$ cat src/logic/status_guard_pkg.sv
package status_guard_pkg;
  localparam logic [7:0] OP_SET_LATCH   = 8'h06;
  localparam logic [7:0] OP_CLEAR_LATCH = 8'h04;
  localparam logic [7:0] OP_STATUS_READ = 8'h05;
  localparam logic [7:0] OP_STATUS_WRITE= 8'h01;
  localparam logic [7:0] OP_ARRAY_READ  = 8'h03;
  localparam logic [7:0] OP_ARRAY_WRITE = 8'h02;
  localparam logic [7:0] OP_CLOCK_READ  = 8'h13;
  localparam logic [7:0] OP_CLOCK_WRITE = 8'h12;
  localparam logic [7:0] OP_SAVE        = 8'h3C;
  localparam logic [7:0] OP_RESTORE     = 8'h60;
  localparam logic [7:0] OP_AUTOSAVE_ON = 8'h59;
  localparam logic [7:0] OP_AUTOSAVE_OFF= 8'h19;
  localparam int BIT_READY      = 0;
  localparam int BIT_LATCH      = 1;
  localparam int BIT_GUARD_LO   = 2;
  localparam int BIT_GUARD_HI   = 3;
  localparam int BIT_PIN_GUARD  = 7;
  localparam logic [7:0] STATUS_WRITABLE_MASK = 8'h8C;
  localparam logic [7:0] STATUS_SHIPPED = 8'h00;
  localparam logic [2:0] NV_SHIPPED     = 3'h0;
  localparam logic [14:0] GUARD1_BASE = 15'h6000;
  localparam logic [14:0] GUARD2_BASE = 15'h4000;
  localparam logic [14:0] GUARD3_BASE = 15'h0000;
  localparam logic [3:0] SPI_HALF_PERIOD = 4'h2;
  localparam logic [2:0] BITS_LAST      = 3'h7;
  localparam logic [1:0] REG_CMD        = 2'h0;
  localparam logic [1:0] REG_DATA       = 2'h1;
  localparam logic [1:0] REG_STATUS     = 2'h2;
endpackage

$ cat src/logic/status_guard_if.sv
interface status_guard_if;
  logic select_b;
  logic sclk;
  logic mosi;
  logic miso;
  logic miso_oe_b;
  logic protect_pin_b;
  modport device (input select_b, input sclk, input mosi,
                  input protect_pin_b, output miso, output miso_oe_b);
  modport host (output select_b, output sclk, output mosi,
                output protect_pin_b, input miso, input miso_oe_b);
endinterface

$ cat src/logic/status_guard_device.sv
// The implementer's own choices: the address map and the plain strobed port.
module status_guard_device
  import status_guard_pkg::*;
(
  input  wire logic        i_clock,
  input  wire logic        i_rst_b,
  status_guard_if.device   bus,
  input  wire logic        i_nv_busy,
  input  wire logic [2:0]  i_nv_saved,
  input  wire logic [14:0] i_array_addr,
  output logic             o_array_write_ok,
  output logic             o_save_req,
  output logic             o_restore_req,
  output logic [2:0]       o_nv_image,
  output logic [7:0]       o_status
);
  typedef struct packed {
    logic       sel_q;
    logic       sclk_q;
    logic       loaded;
    logic       latch;
    logic       guard_lo;
    logic       guard_hi;
    logic       pin_guard;
    logic [2:0] spare;
    logic [7:0] shift;
    logic [2:0] cnt;
    logic       have_op;
    logic [7:0] op;
    logic       dead;
    logic       wr_allowed;
    logic       clr_at_end;
    logic       miso;
    logic       miso_oe_b;
    logic       wok;
    logic       save;
    logic       restore;
    logic [7:0] tx;
  } state_t;
  state_t s_reg;
  state_t s_next;
  logic [7:0] status_now;
  logic       is_write_class;
  logic [7:0] byte_in;

  always_comb begin
    s_next = s_reg;
    status_now = {s_reg.pin_guard, s_reg.spare, s_reg.guard_hi,
                  s_reg.guard_lo, s_reg.latch, i_nv_busy};
    byte_in = {s_reg.shift[6:0], bus.mosi};
    is_write_class = (byte_in == OP_STATUS_WRITE) ||
                     (byte_in == OP_ARRAY_WRITE) ||
                     (byte_in == OP_CLOCK_WRITE) || (byte_in == OP_SAVE) ||
                     (byte_in == OP_RESTORE) ||
                     (byte_in == OP_AUTOSAVE_ON) ||
                     (byte_in == OP_AUTOSAVE_OFF);
    s_next.sel_q = bus.select_b;
    s_next.sclk_q = bus.sclk;
    s_next.save = 1'b0;
    s_next.restore = 1'b0;
    // Nonvolatile guard bits are taken once after reset release.
    if (!s_reg.loaded) begin
      s_next.loaded = 1'b1;
      {s_next.pin_guard, s_next.guard_hi, s_next.guard_lo} = i_nv_saved;
    end
    if (!s_reg.sel_q && bus.select_b) begin
      if (s_reg.clr_at_end) begin
        s_next.latch = 1'b0;
      end
      s_next.clr_at_end = 1'b0;
      s_next.miso_oe_b = 1'b1;
    end
    if (s_reg.sel_q && !bus.select_b) begin
      s_next.cnt = 3'h0;
      s_next.have_op = 1'b0;
      s_next.dead = 1'b0;
      s_next.miso_oe_b = 1'b1;
    end
    if (!bus.select_b && !s_reg.dead && bus.sclk && !s_reg.sclk_q) begin
      s_next.shift = byte_in;
      s_next.cnt = s_reg.cnt + 3'h1;
      if (s_reg.cnt == BITS_LAST) begin
        if (!s_reg.have_op) begin
          s_next.have_op = 1'b1;
          s_next.op = byte_in;
          s_next.tx = status_now;
          if (byte_in == OP_SET_LATCH) begin
            s_next.latch = 1'b1;
          end else if (byte_in == OP_CLEAR_LATCH) begin
            s_next.clr_at_end = 1'b1;
          end else if (is_write_class && !s_reg.latch) begin
            s_next.dead = 1'b1;
          end else if (is_write_class) begin
            s_next.clr_at_end = 1'b1;
            // Protect pin is judged at the opcode only.
            s_next.wr_allowed = !(s_reg.pin_guard && !bus.protect_pin_b);
            s_next.save = byte_in == OP_SAVE;
            s_next.restore = byte_in == OP_RESTORE;
          end else if (byte_in != OP_STATUS_READ &&
                       byte_in != OP_ARRAY_READ &&
                       byte_in != OP_CLOCK_READ) begin
            s_next.dead = 1'b1;
          end
        end else if (s_reg.op == OP_STATUS_WRITE) begin
          if (s_reg.wr_allowed) begin
            s_next.pin_guard = byte_in[BIT_PIN_GUARD];
            s_next.guard_hi = byte_in[BIT_GUARD_HI];
            s_next.guard_lo = byte_in[BIT_GUARD_LO];
          end
          s_next.dead = 1'b1;
        end else begin
          s_next.tx = status_now;
        end
      end
    end
    if (!bus.select_b && s_reg.have_op && s_reg.op == OP_STATUS_READ &&
        !bus.sclk && s_reg.sclk_q) begin
      s_next.miso = s_reg.tx[~s_reg.cnt];
      s_next.miso_oe_b = 1'b0;
    end
    // Protected ranges only gate the array strobe.
    case ({s_reg.guard_hi, s_reg.guard_lo})
      2'b01: s_next.wok = i_array_addr < GUARD1_BASE;
      2'b10: s_next.wok = i_array_addr < GUARD2_BASE;
      2'b11: s_next.wok = 1'b0;
      default: s_next.wok = 1'b1;
    endcase
  end

  always_ff @(posedge i_clock) begin
    if (!i_rst_b) begin
      s_reg <= '0;
      s_reg.sel_q <= 1'b1;
      s_reg.miso_oe_b <= 1'b1;
      s_reg.wok <= 1'b1;
    end else begin
      s_reg <= s_next;
    end
  end

  assign bus.miso = s_reg.miso;
  assign bus.miso_oe_b = s_reg.miso_oe_b;
  assign o_array_write_ok = s_reg.wok;
  assign o_save_req = s_reg.save;
  assign o_restore_req = s_reg.restore;
  assign o_nv_image = {s_reg.pin_guard, s_reg.guard_hi, s_reg.guard_lo};
  assign o_status = {s_reg.pin_guard, s_reg.spare, s_reg.guard_hi,
                     s_reg.guard_lo, s_reg.latch, 1'b0};
endmodule // status_guard_device

$ cat src/flat_wrapper.sv
// flat-port wrapper written by rule: the top's interface ports become plain ports
module status_guard_device_flat import status_guard_pkg::*;
  (i_clock, i_rst_b, i_nv_busy, i_nv_saved, i_array_addr, o_array_write_ok, o_save_req, o_restore_req, o_nv_image, o_status, bus_select_b, bus_sclk, bus_mosi, bus_protect_pin_b, bus_miso, bus_miso_oe_b);
  status_guard_if bus_i ();
  input  wire logic i_clock;
  input  wire logic i_rst_b;
  input  wire logic i_nv_busy;
  input  wire logic [2:0] i_nv_saved;
  input  wire logic [14:0] i_array_addr;
  output logic o_array_write_ok;
  output logic o_save_req;
  output logic o_restore_req;
  output logic [2:0] o_nv_image;
  output logic [7:0] o_status;
  input wire logic [$bits(bus_i.select_b)-1:0] bus_select_b;
  input wire logic [$bits(bus_i.sclk)-1:0] bus_sclk;
  input wire logic [$bits(bus_i.mosi)-1:0] bus_mosi;
  input wire logic [$bits(bus_i.protect_pin_b)-1:0] bus_protect_pin_b;
  output wire logic [$bits(bus_i.miso)-1:0] bus_miso;
  output wire logic [$bits(bus_i.miso_oe_b)-1:0] bus_miso_oe_b;
  assign bus_i.select_b = bus_select_b;
  assign bus_i.sclk = bus_sclk;
  assign bus_i.mosi = bus_mosi;
  assign bus_i.protect_pin_b = bus_protect_pin_b;
  assign bus_miso = bus_i.miso;
  assign bus_miso_oe_b = bus_i.miso_oe_b;
  status_guard_device u_core (.i_clock(i_clock), .i_rst_b(i_rst_b), .bus(bus_i), .i_nv_busy(i_nv_busy), .i_nv_saved(i_nv_saved), .i_array_addr(i_array_addr), .o_array_write_ok(o_array_write_ok), .o_save_req(o_save_req), .o_restore_req(o_restore_req), .o_nv_image(o_nv_image), .o_status(o_status));
endmodule
$ cat config.mk
export PLATFORM = sky130hd
export DESIGN_NAME = status_guard_device_flat
export DESIGN_NICKNAME = d
export VERILOG_FILES = /design/src/logic/status_guard_pkg.sv /design/src/logic/status_guard_if.sv /design/src/logic/status_guard_device.sv /design/src/flat_wrapper.sv
export SDC_FILE = /design/constraint.sdc
export NUM_CORES = 1
export LEC_CHECK = 0
export BUFFER_PORTS_ARGS = -buffer_cell sky130_fd_sc_hd__buf_2
export CAP_MARGIN = 20
export CORE_MARGIN = 2
export CORE_UTILIZATION = 25
export DETAILED_ROUTE_END_ITERATION = 7
export PLACE_DENSITY_LB_ADDON = 0.05
export REMOVE_ABC_BUFFERS = 1
export SLEW_MARGIN = 40
export SYNTH_ARGS = -nofsm -noshare
export SYNTH_HDL_FRONTEND = slang
export SYNTH_SLANG_ARGS = --single-unit
export TNS_END_PERCENT = 20
$ cat constraint.sdc
create_clock -name i_clock -period 1.48 [get_ports i_clock]
set_input_delay 0.222 -clock i_clock [delete_from_list [all_inputs] [get_ports i_clock]]
set_output_delay 0.222 -clock i_clock [all_outputs]
set_load 0.01 [all_outputs]
==> key figures, run 1 <==
Yosys
  – Asr flop ratio synth: 0%
  – Syn_area_per_cell: 9.05 sq um
  – Synth warn: 0
  – Seq cells post-synth: 39
  – Post-synthesis sequential area ratio: between 40 and 50%
  – Post-synth EDFFs: 0
  – Share of the synthesized area in the top cell type: between 40 and 50%
  – Cell count after synthesis: 202
  – Distinct cells, synth: a little over 40
  – Synth Flop Type: dfxtp_1
  – Synth area leaders: dfxtp_1 (43%), nand2_1 (9.0%), mux2i_1 (5.5%)
  – Post-synthesis cell area: roughly 0.0018 sq mm
  – Area leader, netlist: dfxtp_1

Final layout
  – Most frequent cells in the layout: nand2_1 (42), buf_4 (38), dfxtp_1 (31), buf_2 (23)
  – ANT cells: 0
  – Layout Cells excl Fill: 357
  – Area grow syn2layout: 39.8%
  – Fin area: 0.00255 sq mm
  – Max reg flops: 23
  – Share of cells above drive strength 1: between 40 and 50%
  – Most common cell after layout, fill and taps aside: nand2_1
  – Final core utilization: 35.6%
  – Nets: 284

Setup path
  – Critical path cell sequence: or3_4 > a21oi_2 > o2111ai_2 > a211oi_2 > buf_4 > mux2i_1
  – Crit-path slowest cell: or3_4
  – WS Path Type: register to register
  – Critical path launch point type: register
  – Worst endpoint data arrival time: between 1.5 and 2 ns
  – CP max FO: 4
  – CP endpoint kind: register
  – CP required: 1.71 ns
  – Slowest stage delay, CP: 0.38 ns
  – Worst R2R Setup Slack: -0.12 ns

Global routing
  – Largest net degree at the start of global routing: 19
  – Vias in the first global route: 1522
  – Gr usage total: 12.8%
  – Antenna violations before repair: 0
  – Final global-route overflow total: 0
  – First-pass GRT wire length: between 7 and 8 mm

CTS
  – CTS tree: yes
  – Clk root buf: clkbuf_8
  – Clock transition at path regs: ~0.08 ns
  – Number of CTS-inserted buffers: 5
  – Cts hold-fix bufs: 0
  – H-tree levels: 2
  – Clk_lat worst skew: 0.29 ns
  – Clock Sinks: 39
  – Clock Tree Buf Depth: 2

STA
  – Fin crit share: 108%
  – Final Max Tran Viols: 0
  – Setup TNS: -1.31 ns
  – Final hold viol count: 0
  – Clock Skews: ~0.0092 ns
  – RSZ-0062 raised after global routing: yes
  – Fmax: between 600 and 700 MHz
  – Final setup vio count: 22
  – Final worst slack: -0.123 ns
  – Minimum clock period: 1.60 ns

Drt
  – Via count: 1563
  – Pre-Repair DR Iteration Count: 4
  – DRC errors left: 0
  – Final WL: 4.68 mm
  – Detailed-route wire length per cell: 13.1 um
  – Vias/cell: 4.38
  – First DRT Iteration DRCs: 51
  – DRT antenna net count: 0

Die
  – Die height: 89.5 um
  – Core Area: 0.00718 sq mm
  – # IOs: slightly above 40
  – DIE AREA: 0.00801 sq mm
  – Initial Util: 25.5%
  – DIE WIDTH: 89.5 um
  – Rows: 31

Power and ir drop
  – VDD IR-drop max: 0.281 mV
  – Cell leakage power: 1.07 nW
  – Cell area power density: 847 mW/mm^2

Place
  – Routability cong.: 0.808
  – Dpl hpwl: roughly 3.5 mm
  – Pre-CTS setup slack: -0.217 ns
  – Dpl cells: 347
  – DP Area: 0.00228 sq mm
  – PortBufs: 23

Min path
  – Hold WC Path Type: primary input to register

Flow run
  – MaxCap Viol Count: 0

Outcome
  – Outcome: finished, violations left
  – Failing checks: setup timing
[routing by layer]
layer | vias to the layer above | GRT usage, % | routed length (um)
met1 | 728 | 16.1 | 2230
met3 | 8 | 3.42 | 163
met4 | 0 | 4.07 | 63
li1 | 801 | - | -
met5 | - | 0 | 0
met2 | 26 | 21.2 | 2220
[layout make-up]
cell class / count / area [sq um]
multi-input combinational: 141 / 1040
tap: 99 / 124
sequential: 39 / 791
timing repair buffer: 66 / 465
clock inverter: 2 / 35.0
fill: 765 / 4620
inverter: 4 / 15.0
clock buffer: 6 / 82.6
[critical path, delay by kind of cell (launching register included)]
family	cells	cell delay, ns
multiplexers	1	0.17
flip-flops	1	0.34
AO/OA/AOI/OAI	3	0.48
AND/OR/NAND/NOR	1	0.38
buffers and inverters	1	0.15
[synth_stat cells (2+ instances only)]
library cell / count
nor2b_1: 7
mux2i_1: 10
nand2_1: 44
buf_2: 2
nand3b_1: 2
ha_1: 2
nand3_1: 4
clkbuf_1: 8
and4_1: 2
a21boi_1: 9
nor4b_1: 6
and2_1: 2
o21ai_0: 3
nor4_1: 2
nor2_1: 3
nand2b_1: 5
o211a_1: 4
a21boi_0: 10
a32oi_1: 2
or3_1: 2
inv_1: 4
dfxtp_1: 39
buf_4: 11
a21oi_1: 2
[logic make-up after synthesis]
kind of cell    after synthesis  synth area share, %
simple gates                 86                 25.6
mux                          11                 6.71
fa+ha+maj                     2                 1.37
compound gates               38                 15.9
buf+inv                      25                 7.53
flops                        39                 42.7
other cells                   1                0.205
[repair_timing]
action / in CTS / in global routing
setup endpoints to repair: 24 / 25
buffers inserted: 1 / 1
resized for setup: 19 / 16
cloned: 0 / 0
pin swaps: 5 / 1
[where the power goes]
group          internal (mW)  total (mW)  switching, mW
sequential              1.06        1.08         0.0135
clock                  0.546       0.935          0.389
combinational         0.0727       0.152         0.0798
[through the flow]
step | hold WS (ns) | power, mW
3_3_place_gp | 0.443 | 1.24
6_report | 0.185 | 2.16
3_5_place_dp | 0.447 | 1.25
4_1_cts | 0.174 | 2.20
5_1_grt | 0.197 | 2.27
2_1_floorplan | 0.250 | 1.17
[path summary, 6_finish.rpt]
check                     from                to  cells past startpoint
min                  i_nv_busy   u_core.s_reg[0]                      3
max          u_core.byte_in[4]  u_core.s_reg[14]                      6
max reg2reg  u_core.byte_in[4]  u_core.s_reg[14]                      6
min reg2reg   u_core.s_reg[16]  u_core.s_reg[16]                      2
Power figures use the tool's default switching activity.
==> run 2: changes to the inputs <==
Settings changed: CELL_PAD_IN_SITES_DETAIL_PLACEMENT from default to 1, CELL_PAD_IN_SITES_GLOBAL_PLACEMENT from default to 1, MAX_ROUTING_LAYER from default to met4.
==> run 2 against run 1 <==
The run still ends with setup timing left. Wire length increased by 6.9%. Maximum frequency decreased by 1.2%. Clock power decreased by 13%. Count of clock-buffer cells in the layout increased by 1. Die area unchanged. Cell count increased by 0.56%. Hold slack improved by 0.0022 ns. Sequential power about the same. Design area decreased by 1.9%. Largest cell class unchanged. Largest power group unchanged.
==> key figures, run 2 (synthesized netlist as in run 1, its figures left out) <==
Outcome
  – Outcome: finished, violations left
  – Failing checks: setup timing

STA
  – Fmax: 617 MHz (-1.2%)
  – Final hold viol count: 0 (unchanged)
  – Fin Hold WS: 0.187 ns (+0.00223 ns)
  – Clock Skews: 0.0134 ns (+0.00418 ns)
  – Setup TNS: -1.64 ns (-0.321 ns)
  – Fin crit share: 110% (+1.3 points)
  – Final setup vio count: 21 (-4.5%)
  – Final Max Tran Viols: 0 (unchanged)
  – Final worst slack: -0.142 ns (-0.0190 ns)
  – RSZ-0062 raised after global routing: yes
  – Minimum clock period: 1.62 ns (+0.0190 ns)

Final layout
  – Area grow syn2layout: 37.1%
  – Most common cell after layout, fill and taps aside: nand2_1
  – Most frequent cells in the layout: nand2_1 (43), buf_4 (42), dfxtp_1 (33), buf_2 (23)
  – Nets: 286 (+0.70%)
  – ANT cells: 0 (unchanged)
  – Layout Cells excl Fill: 359 (+0.56%)
  – Max reg flops: 23 (unchanged)
  – Fillers: 835 (+9.2%)
  – Fin area: 0.00251 sq mm (-1.9%)
  – Share of cells above drive strength 1: 38.8% (-2.2 points)

Power and ir drop
  – VDD IR-drop max: 0.291 mV (+3.7%)
  – Power consumption: 2.04 mW (-5.6%)
  – Cell leakage power: 1.06 nW (-0.70%)
  – Cell area power density: 815 mW/mm^2 (-3.8%)

Global routing
  – Antenna violations before repair: 0 (unchanged)
  – Vias in the first global route: 1646 (+8.1%)
  – Largest net degree at the start of global routing: 19 (unchanged)
  – Final global-route overflow total: 0 (unchanged)
  – Gr usage total: 13.7% (+0.97 points)
  – First-pass GRT wire length: 7.98 mm (+4.6%)

Die
  – Core Area: 0.00718 sq mm (unchanged)
  – # IOs: 41 (unchanged)
  – DIE AREA: 0.00801 sq mm (unchanged)
  – Die height: 89.5 um (unchanged)
  – DIE WIDTH: 89.5 um (unchanged)
  – Initial Util: 25.5% (unchanged)
  – Rows: 31 (unchanged)

CTS
  – Clock transition at path regs: 0.08 ns (about the same)
  – H-tree levels: 2 (unchanged)
  – Clk_lat worst skew: 0.30 ns (about the same)
  – Number of CTS-inserted buffers: 5 (unchanged)
  – Clk root buf: clkbuf_8
  – Cts hold-fix bufs: 0 (unchanged)
  – Clock Tree Buf Depth: 2 (unchanged)
  – CTS tree: yes
  – Clock Sinks: 39 (unchanged)

Place
  – DP Area: 0.00227 sq mm (-0.33%)
  – Dpl cells: 346 (-0.29%)
  – PortBufs: 23 (unchanged)
  – Dpl hpwl: 3.83 mm (+8.2%)
  – Routability cong.: 0.730 (-9.6%)

Setup path
  – CP required: 1.72 ns (about the same)
  – Worst endpoint data arrival time: 1.86 ns (+0.03 ns)
  – Largest delay share family, worst path: simple AND/OR/NAND/NOR gates
  – Slowest stage delay, CP: 0.38 ns (about the same)
  – WP buf/inv: 1 (unchanged)
  – CP max FO: 4 (unchanged)
  – WS Path Type: register to register
  – Crit-path slowest cell: or3_1
  – Critical path launch point type: register
  – CP endpoint kind: register
  – Critical path cell sequence: or3_1 > a21oi_2 > o2111ai_2 > a211oi_2 > buf_4 > and4_1

Flow run
  – MaxCap Viol Count: 0 (unchanged)

Drt
  – Final WL: 5.01 mm (+6.9%)
  – DRC errors left: 0 (unchanged)
  – DRT antenna net count: 0 (unchanged)
  – Detailed-route wire length per cell: 13.9 um (+6.3%)
  – Via count: 1589 (+1.7%)
  – First DRT Iteration DRCs: 34 (-33%)
  – Vias/cell: 4.43 (+1.1%)
  – Pre-Repair DR Iteration Count: 4 (unchanged)

Min path
  – Hold WC Path Type: primary input to register
-- run 2: per-stage QoR --
step	setup WS, ns	utilization [%]
floorplan	-0.529	-
global placement	-0.246	31.6
detailed placement	-0.248	31.6
CTS	-0.156	34.5
global route	-0.246	34.9
finish	-0.142	34.9
-- run 2: layout make-up --
class / instances / area (sq um) / share of cell area [%]
clock buffers: 7 / 96.3 / 3.84
clock inverters: 1 / 7.51 / 0.300
inverters: 4 / 15.0 / 0.599
multi-input cells: 141 / 1000 / 39.9
flip-flops and latches: 39 / 791 / 31.6
well taps: 99 / 124 / 4.94
repair buffers: 68 / 473 / 18.9
-- run 2: timing repair --
item / CTS / global route
pin swaps: 5 / 0
buffers inserted: 4 / 1
setup endpoints to repair: 24 / 24
resized for setup: 20 / 4
-- run 2: path summary, 6_finish.rpt --
check | start | endpoint | slack [ns] | cells past startpoint
setup reg to reg | u_core.byte_in[4] | u_core.o_save_req | -0.14 | 6
hold reg to reg | u_core.s_reg[16] | u_core.s_reg[16] | 0.47 | 2
setup / recovery | u_core.byte_in[4] | u_core.o_save_req | -0.14 | 6
hold / removal | bus_sclk | u_core.s_reg[44] | 0.19 | 2
-- run 2: per-layer routing --
layer | share of wire [%] | wire [um] | global-route usage (%)
met2 | 49 | 2450 | 23.6
met4 | 1.3 | 64 | 4.07
met5 | 0 | 0 | -
met3 | 3.3 | 164 | 3.05
met1 | 46 | 2330 | 16.0
-- run 2: report_power, final --
part	switching (mW)	leakage (nW)	internal [mW]
logic	0.0800	0.693	0.0710
clock network	0.391	0.0505	0.424
registers	0.0144	0.319	1.06
total	0.486	1.06	1.56
==> run 3: changes to the inputs <==
Settings changed: ABC_AREA from default to 1, SKIP_LAST_GASP from default to 1, SLEW_MARGIN 40 to default.
==> run 3 against run 2 <==
The run now ends clean. Synthesized cell count grew 25%. Clock skew shrank 0.0055 ns. Wire length shrank 1.5%. Highest routed layer unchanged. Hold slack lost 0.0087 ns.
==> key figures, run 3 <==
Setup path
  – Number of cells on the critical path: 7 (+1)
  – Critical R2R Launch: u_core.s_reg[23]
  – WS Path Type: register to register
  – WP buf/inv: 2 (+1)
  – Critical path launch point type: register
  – Worst R2R End: u_core.s_reg[0]
  – CP required: 1.71 ns (about the same)
  – Slowest stage delay, CP: 0.35 ns (-0.03 ns)
  – CP endpoint kind: register
  – Critical Path Sink: u_core.s_reg[0]
  – Crit-path slowest cell: nor3_4
  – Critical path cell sequence: inv_1 > nand4_1 > nor3_4 > inv_2 > nand2_4 > o21ai_0 > a21oi_1
  – Worst Setup SP: u_core.s_reg[23]
  – Cells on worst reg2reg path: 7 (+1)
  – Worst R2R Setup Slack: 0.07 ns (+0.21 ns)
  – Worst endpoint data arrival time: 1.64 ns (-0.22 ns)
  – CP max FO: 8 (+4)
  – Largest delay share family, worst path: simple AND/OR/NAND/NOR gates

Yosys
  – Post-synthesis sequential area ratio: 42.5% (-0.20 points)
  – Share of the synthesized area in the top cell type: 42.5% (-0.20 points)
  – Post-synth EDFFs: 0 (unchanged)
  – Cell count after synthesis: 252 (+25%)
  – Post-synth top cells: nand2_1 (50), dfxtp_1 (39), inv_1 (32), a21oi_1 (26), nor2_1 (24)
  – Synth area leaders: dfxtp_1 (43%), nand2_1 (10%), a21oi_1 (7.1%)
  – Synth warn: 0 (unchanged)
  – Seq cells post-synth: 39 (unchanged)
  – Distinct cells, synth: 29 (-29%)
  – Post-synthesis cell area: 0.00184 sq mm (+0.48%)
  – Synth Flop Type: dfxtp_1
  – Syn_area_per_cell: 7.29 sq um (-19%)
  – Area leader, netlist: dfxtp_1
  – Most frequent cell after synthesis: nand2_1
  – Asr flop ratio synth: 0% (unchanged)

Drt
  – Via count: 1678 (+5.6%)
  – DRT antenna net count: 0 (unchanged)
  – Pre-Repair DR Iteration Count: 4 (unchanged)
  – Final WL: 4.93 mm (-1.5%)
  – Vias/cell: 4.30 (-2.8%)
  – Detailed-route wire length per cell: 12.6 um (-9.3%)
  – DRC errors left: 0 (unchanged)
  – First DRT Iteration DRCs: 36 (+5.9%)

Final layout
  – Fillers: 893 (+6.9%)
  – Share of cells above drive strength 1: 29.2% (-9.6 points)
  – Nets: 318 (+11%)
  – Max reg flops: 23 (unchanged)
  – Layout Cells excl Fill: 390 (+8.6%)
  – Area grow syn2layout: 29.2%
  – Final core utilization: 33.1% (-1.8 points)
  – ANT cells: 0 (unchanged)
  – Multi-input logic area: 937 sq um (-6.3%)
  – Most common cell after layout, fill and taps aside: nand2_1
  – Most frequent cells in the layout: nand2_1 (49), dfxtp_1 (31), inv_1 (29), a21oi_1 (25), buf_2 (23)
  – Reg area: 796 sq um (+0.63%)

Die
  – Core Area: 0.00718 sq mm (unchanged)
  – DIE AREA: 0.00805 sq mm (+0.46%)
  – Initial Util: 25.6% (+0.12 points)
  – DIE WIDTH: 89.7 um (+0.23%)
  – Die height: 89.7 um (+0.23%)
  – # IOs: 41 (unchanged)
  – Rows: 31 (unchanged)

STA
  – Final hold viol count: 0 (unchanged)
  – RSZ-0062 raised after global routing: yes
  – Fin crit share: 95.4% (-14 points)
  – Fmax: 708 MHz (+15%)
  – Clock Skews: 0.00789 ns (-0.00547 ns)
  – Final Max Tran Viols: 0 (unchanged)
  – Minimum clock period: 1.41 ns (-0.210 ns)
  – Setup TNS: 0 ns (+1.64 ns)
  – Final setup vio count: 0 (-100%)

Power and ir drop
  – Power consumption: 2.08 mW (+2.0%)
  – Cell leakage power: 1.03 nW (-3.5%)
  – VDD IR-drop max: 0.241 mV (-17%)
  – Cell area power density: 878 mW/mm^2 (+7.8%)

CTS
  – CTS tree: yes
  – Clock transition at path regs: 0.08 ns (about the same)
  – Clock Sinks: 39 (unchanged)
  – H-tree levels: 2 (unchanged)
  – Cts hold-fix bufs: 0 (unchanged)
  – Clk root buf: clkbuf_8
  – Number of CTS-inserted buffers: 5 (unchanged)
  – Clk_lat worst skew: 0.29 ns (about the same)
  – Clock Tree Buf Depth: 2 (unchanged)

Place
  – Dpl hpwl: 3.72 mm (-2.9%)
  – Dpl cells: 380 (+9.8%)
  – PortBufs: 23 (unchanged)
  – Routability cong.: 0.715 (-2.1%)

Global routing
  – First-pass GRT wire length: 8.29 mm (+4.0%)
  – Antenna violations before repair: 0 (unchanged)
  – Gr usage total: 13.3% (-0.41 points)
  – Largest net degree at the start of global routing: 21 (+2)
  – Final global-route overflow total: 0 (unchanged)
  – Vias in the first global route: 1618 (-1.7%)

Min path
  – Hold Startpoint: bus_sclk
  – Hold WC Path Type: primary input to register

Flow run
  – MaxCap Viol Count: 0 (unchanged)

Outcome
  – Outcome: finished, final reports clean
==> run 3: cell count changes after synthesis, moves of 6 or more <==
cell,previous run,this run
a21boi_0,10,0
a21boi_1,9,0
a21oi_1,2,26
inv_1,4,32
mux2i_1,10,0
nand2_1,44,50
nand3_1,4,15
nor2_1,3,24
nor2b_1,7,0
nor4b_1,6,0
o21ai_0,3,23
==> run 3: repair_timing <==
action                     4_1_cts  5_1_grt
setup endpoints to repair       15       22
resized for setup                4       30
buffers inserted                 0        3
pin swaps                        2       13
==> run 3: cell type report <==
class                           instances  area share, %
Inverter                               33           5.22
Tap cell                               99           5.22
Multi-Input combinational cell        167           39.5
Timing Repair Buffer                   45           12.9
Clock inverter                          1          0.211
Clock buffer                            6           3.48
Sequential cell                        39           33.5
==> run 3: through the flow <==
step / area, sq um / setup WS (ns) / hold slack, ns
after CTS: 2240 / -0.0264 / 0.174
final: 2370 / 0.0683 / 0.178
after floorplan: 1740 / 0.0132 / 0.250
after global routing: 2370 / -0.0912 / 0.187
after detailed placement: 2140 / -0.0322 / 0.450
after global placement: 2140 / -0.0355 / 0.449
==> run 3: layer usage <==
layer | wire [um] | GRT usage, % | up-vias | share of wire (%)
li1 | - | - | 874 | -
met1 | 2510 | 18.0 | 775 | 51
met2 | 2220 | 19.8 | 23 | 45
met3 | 140 | 2.93 | 6 | 2.8
met4 | 68 | 4.62 | 0 | 1.4
met5 | 0 | - | - | 0
==> run 3: worst min-delay path by stage <==
stage,end,slack [ns],cells past startpoint
detailed placement,u_core.s_reg[20],0.45,2
finish,u_core.s_reg[44],0.18,3
CTS,u_core.s_reg[44],0.17,3
global placement,u_core.s_reg[20],0.45,2
global route,u_core.s_reg[44],0.19,3
floorplan,u_core.s_reg[43],0.25,0
==> run 3: cells by family (layout without fill, tap and decap cells) <==
family	Yosys count	count (layout)	synth area share [%]
compound gates	54	54	15.5
simple gates	107	107	28.0
buf+inv	49	85	12.4
fa+ha+maj	2	2	1.36
flops	39	39	42.5
other cells	1	4	0.204
==> run 3: worst register-to-register path: stages (launching register included) <==
cell     delay [ns]
dfxtp_1        0.30
inv_1          0.06
nand4_1        0.20
nor3_4         0.35
inv_2          0.09
nand2_4        0.12
o21ai_0        0.09
a21oi_1        0.13
==> run 3: report_power, final <==
| group | leakage, nW | switching [mW] | total [mW] | internal (mW) |
|---|---|---|---|---|
| Sequential | 0.321 | 0.0328 | 1.11 | 1.07 |
| Combinational | 0.657 | 0.137 | 0.223 | 0.0854 |
| Clock | 0.0470 | 0.388 | 0.755 | 0.367 |
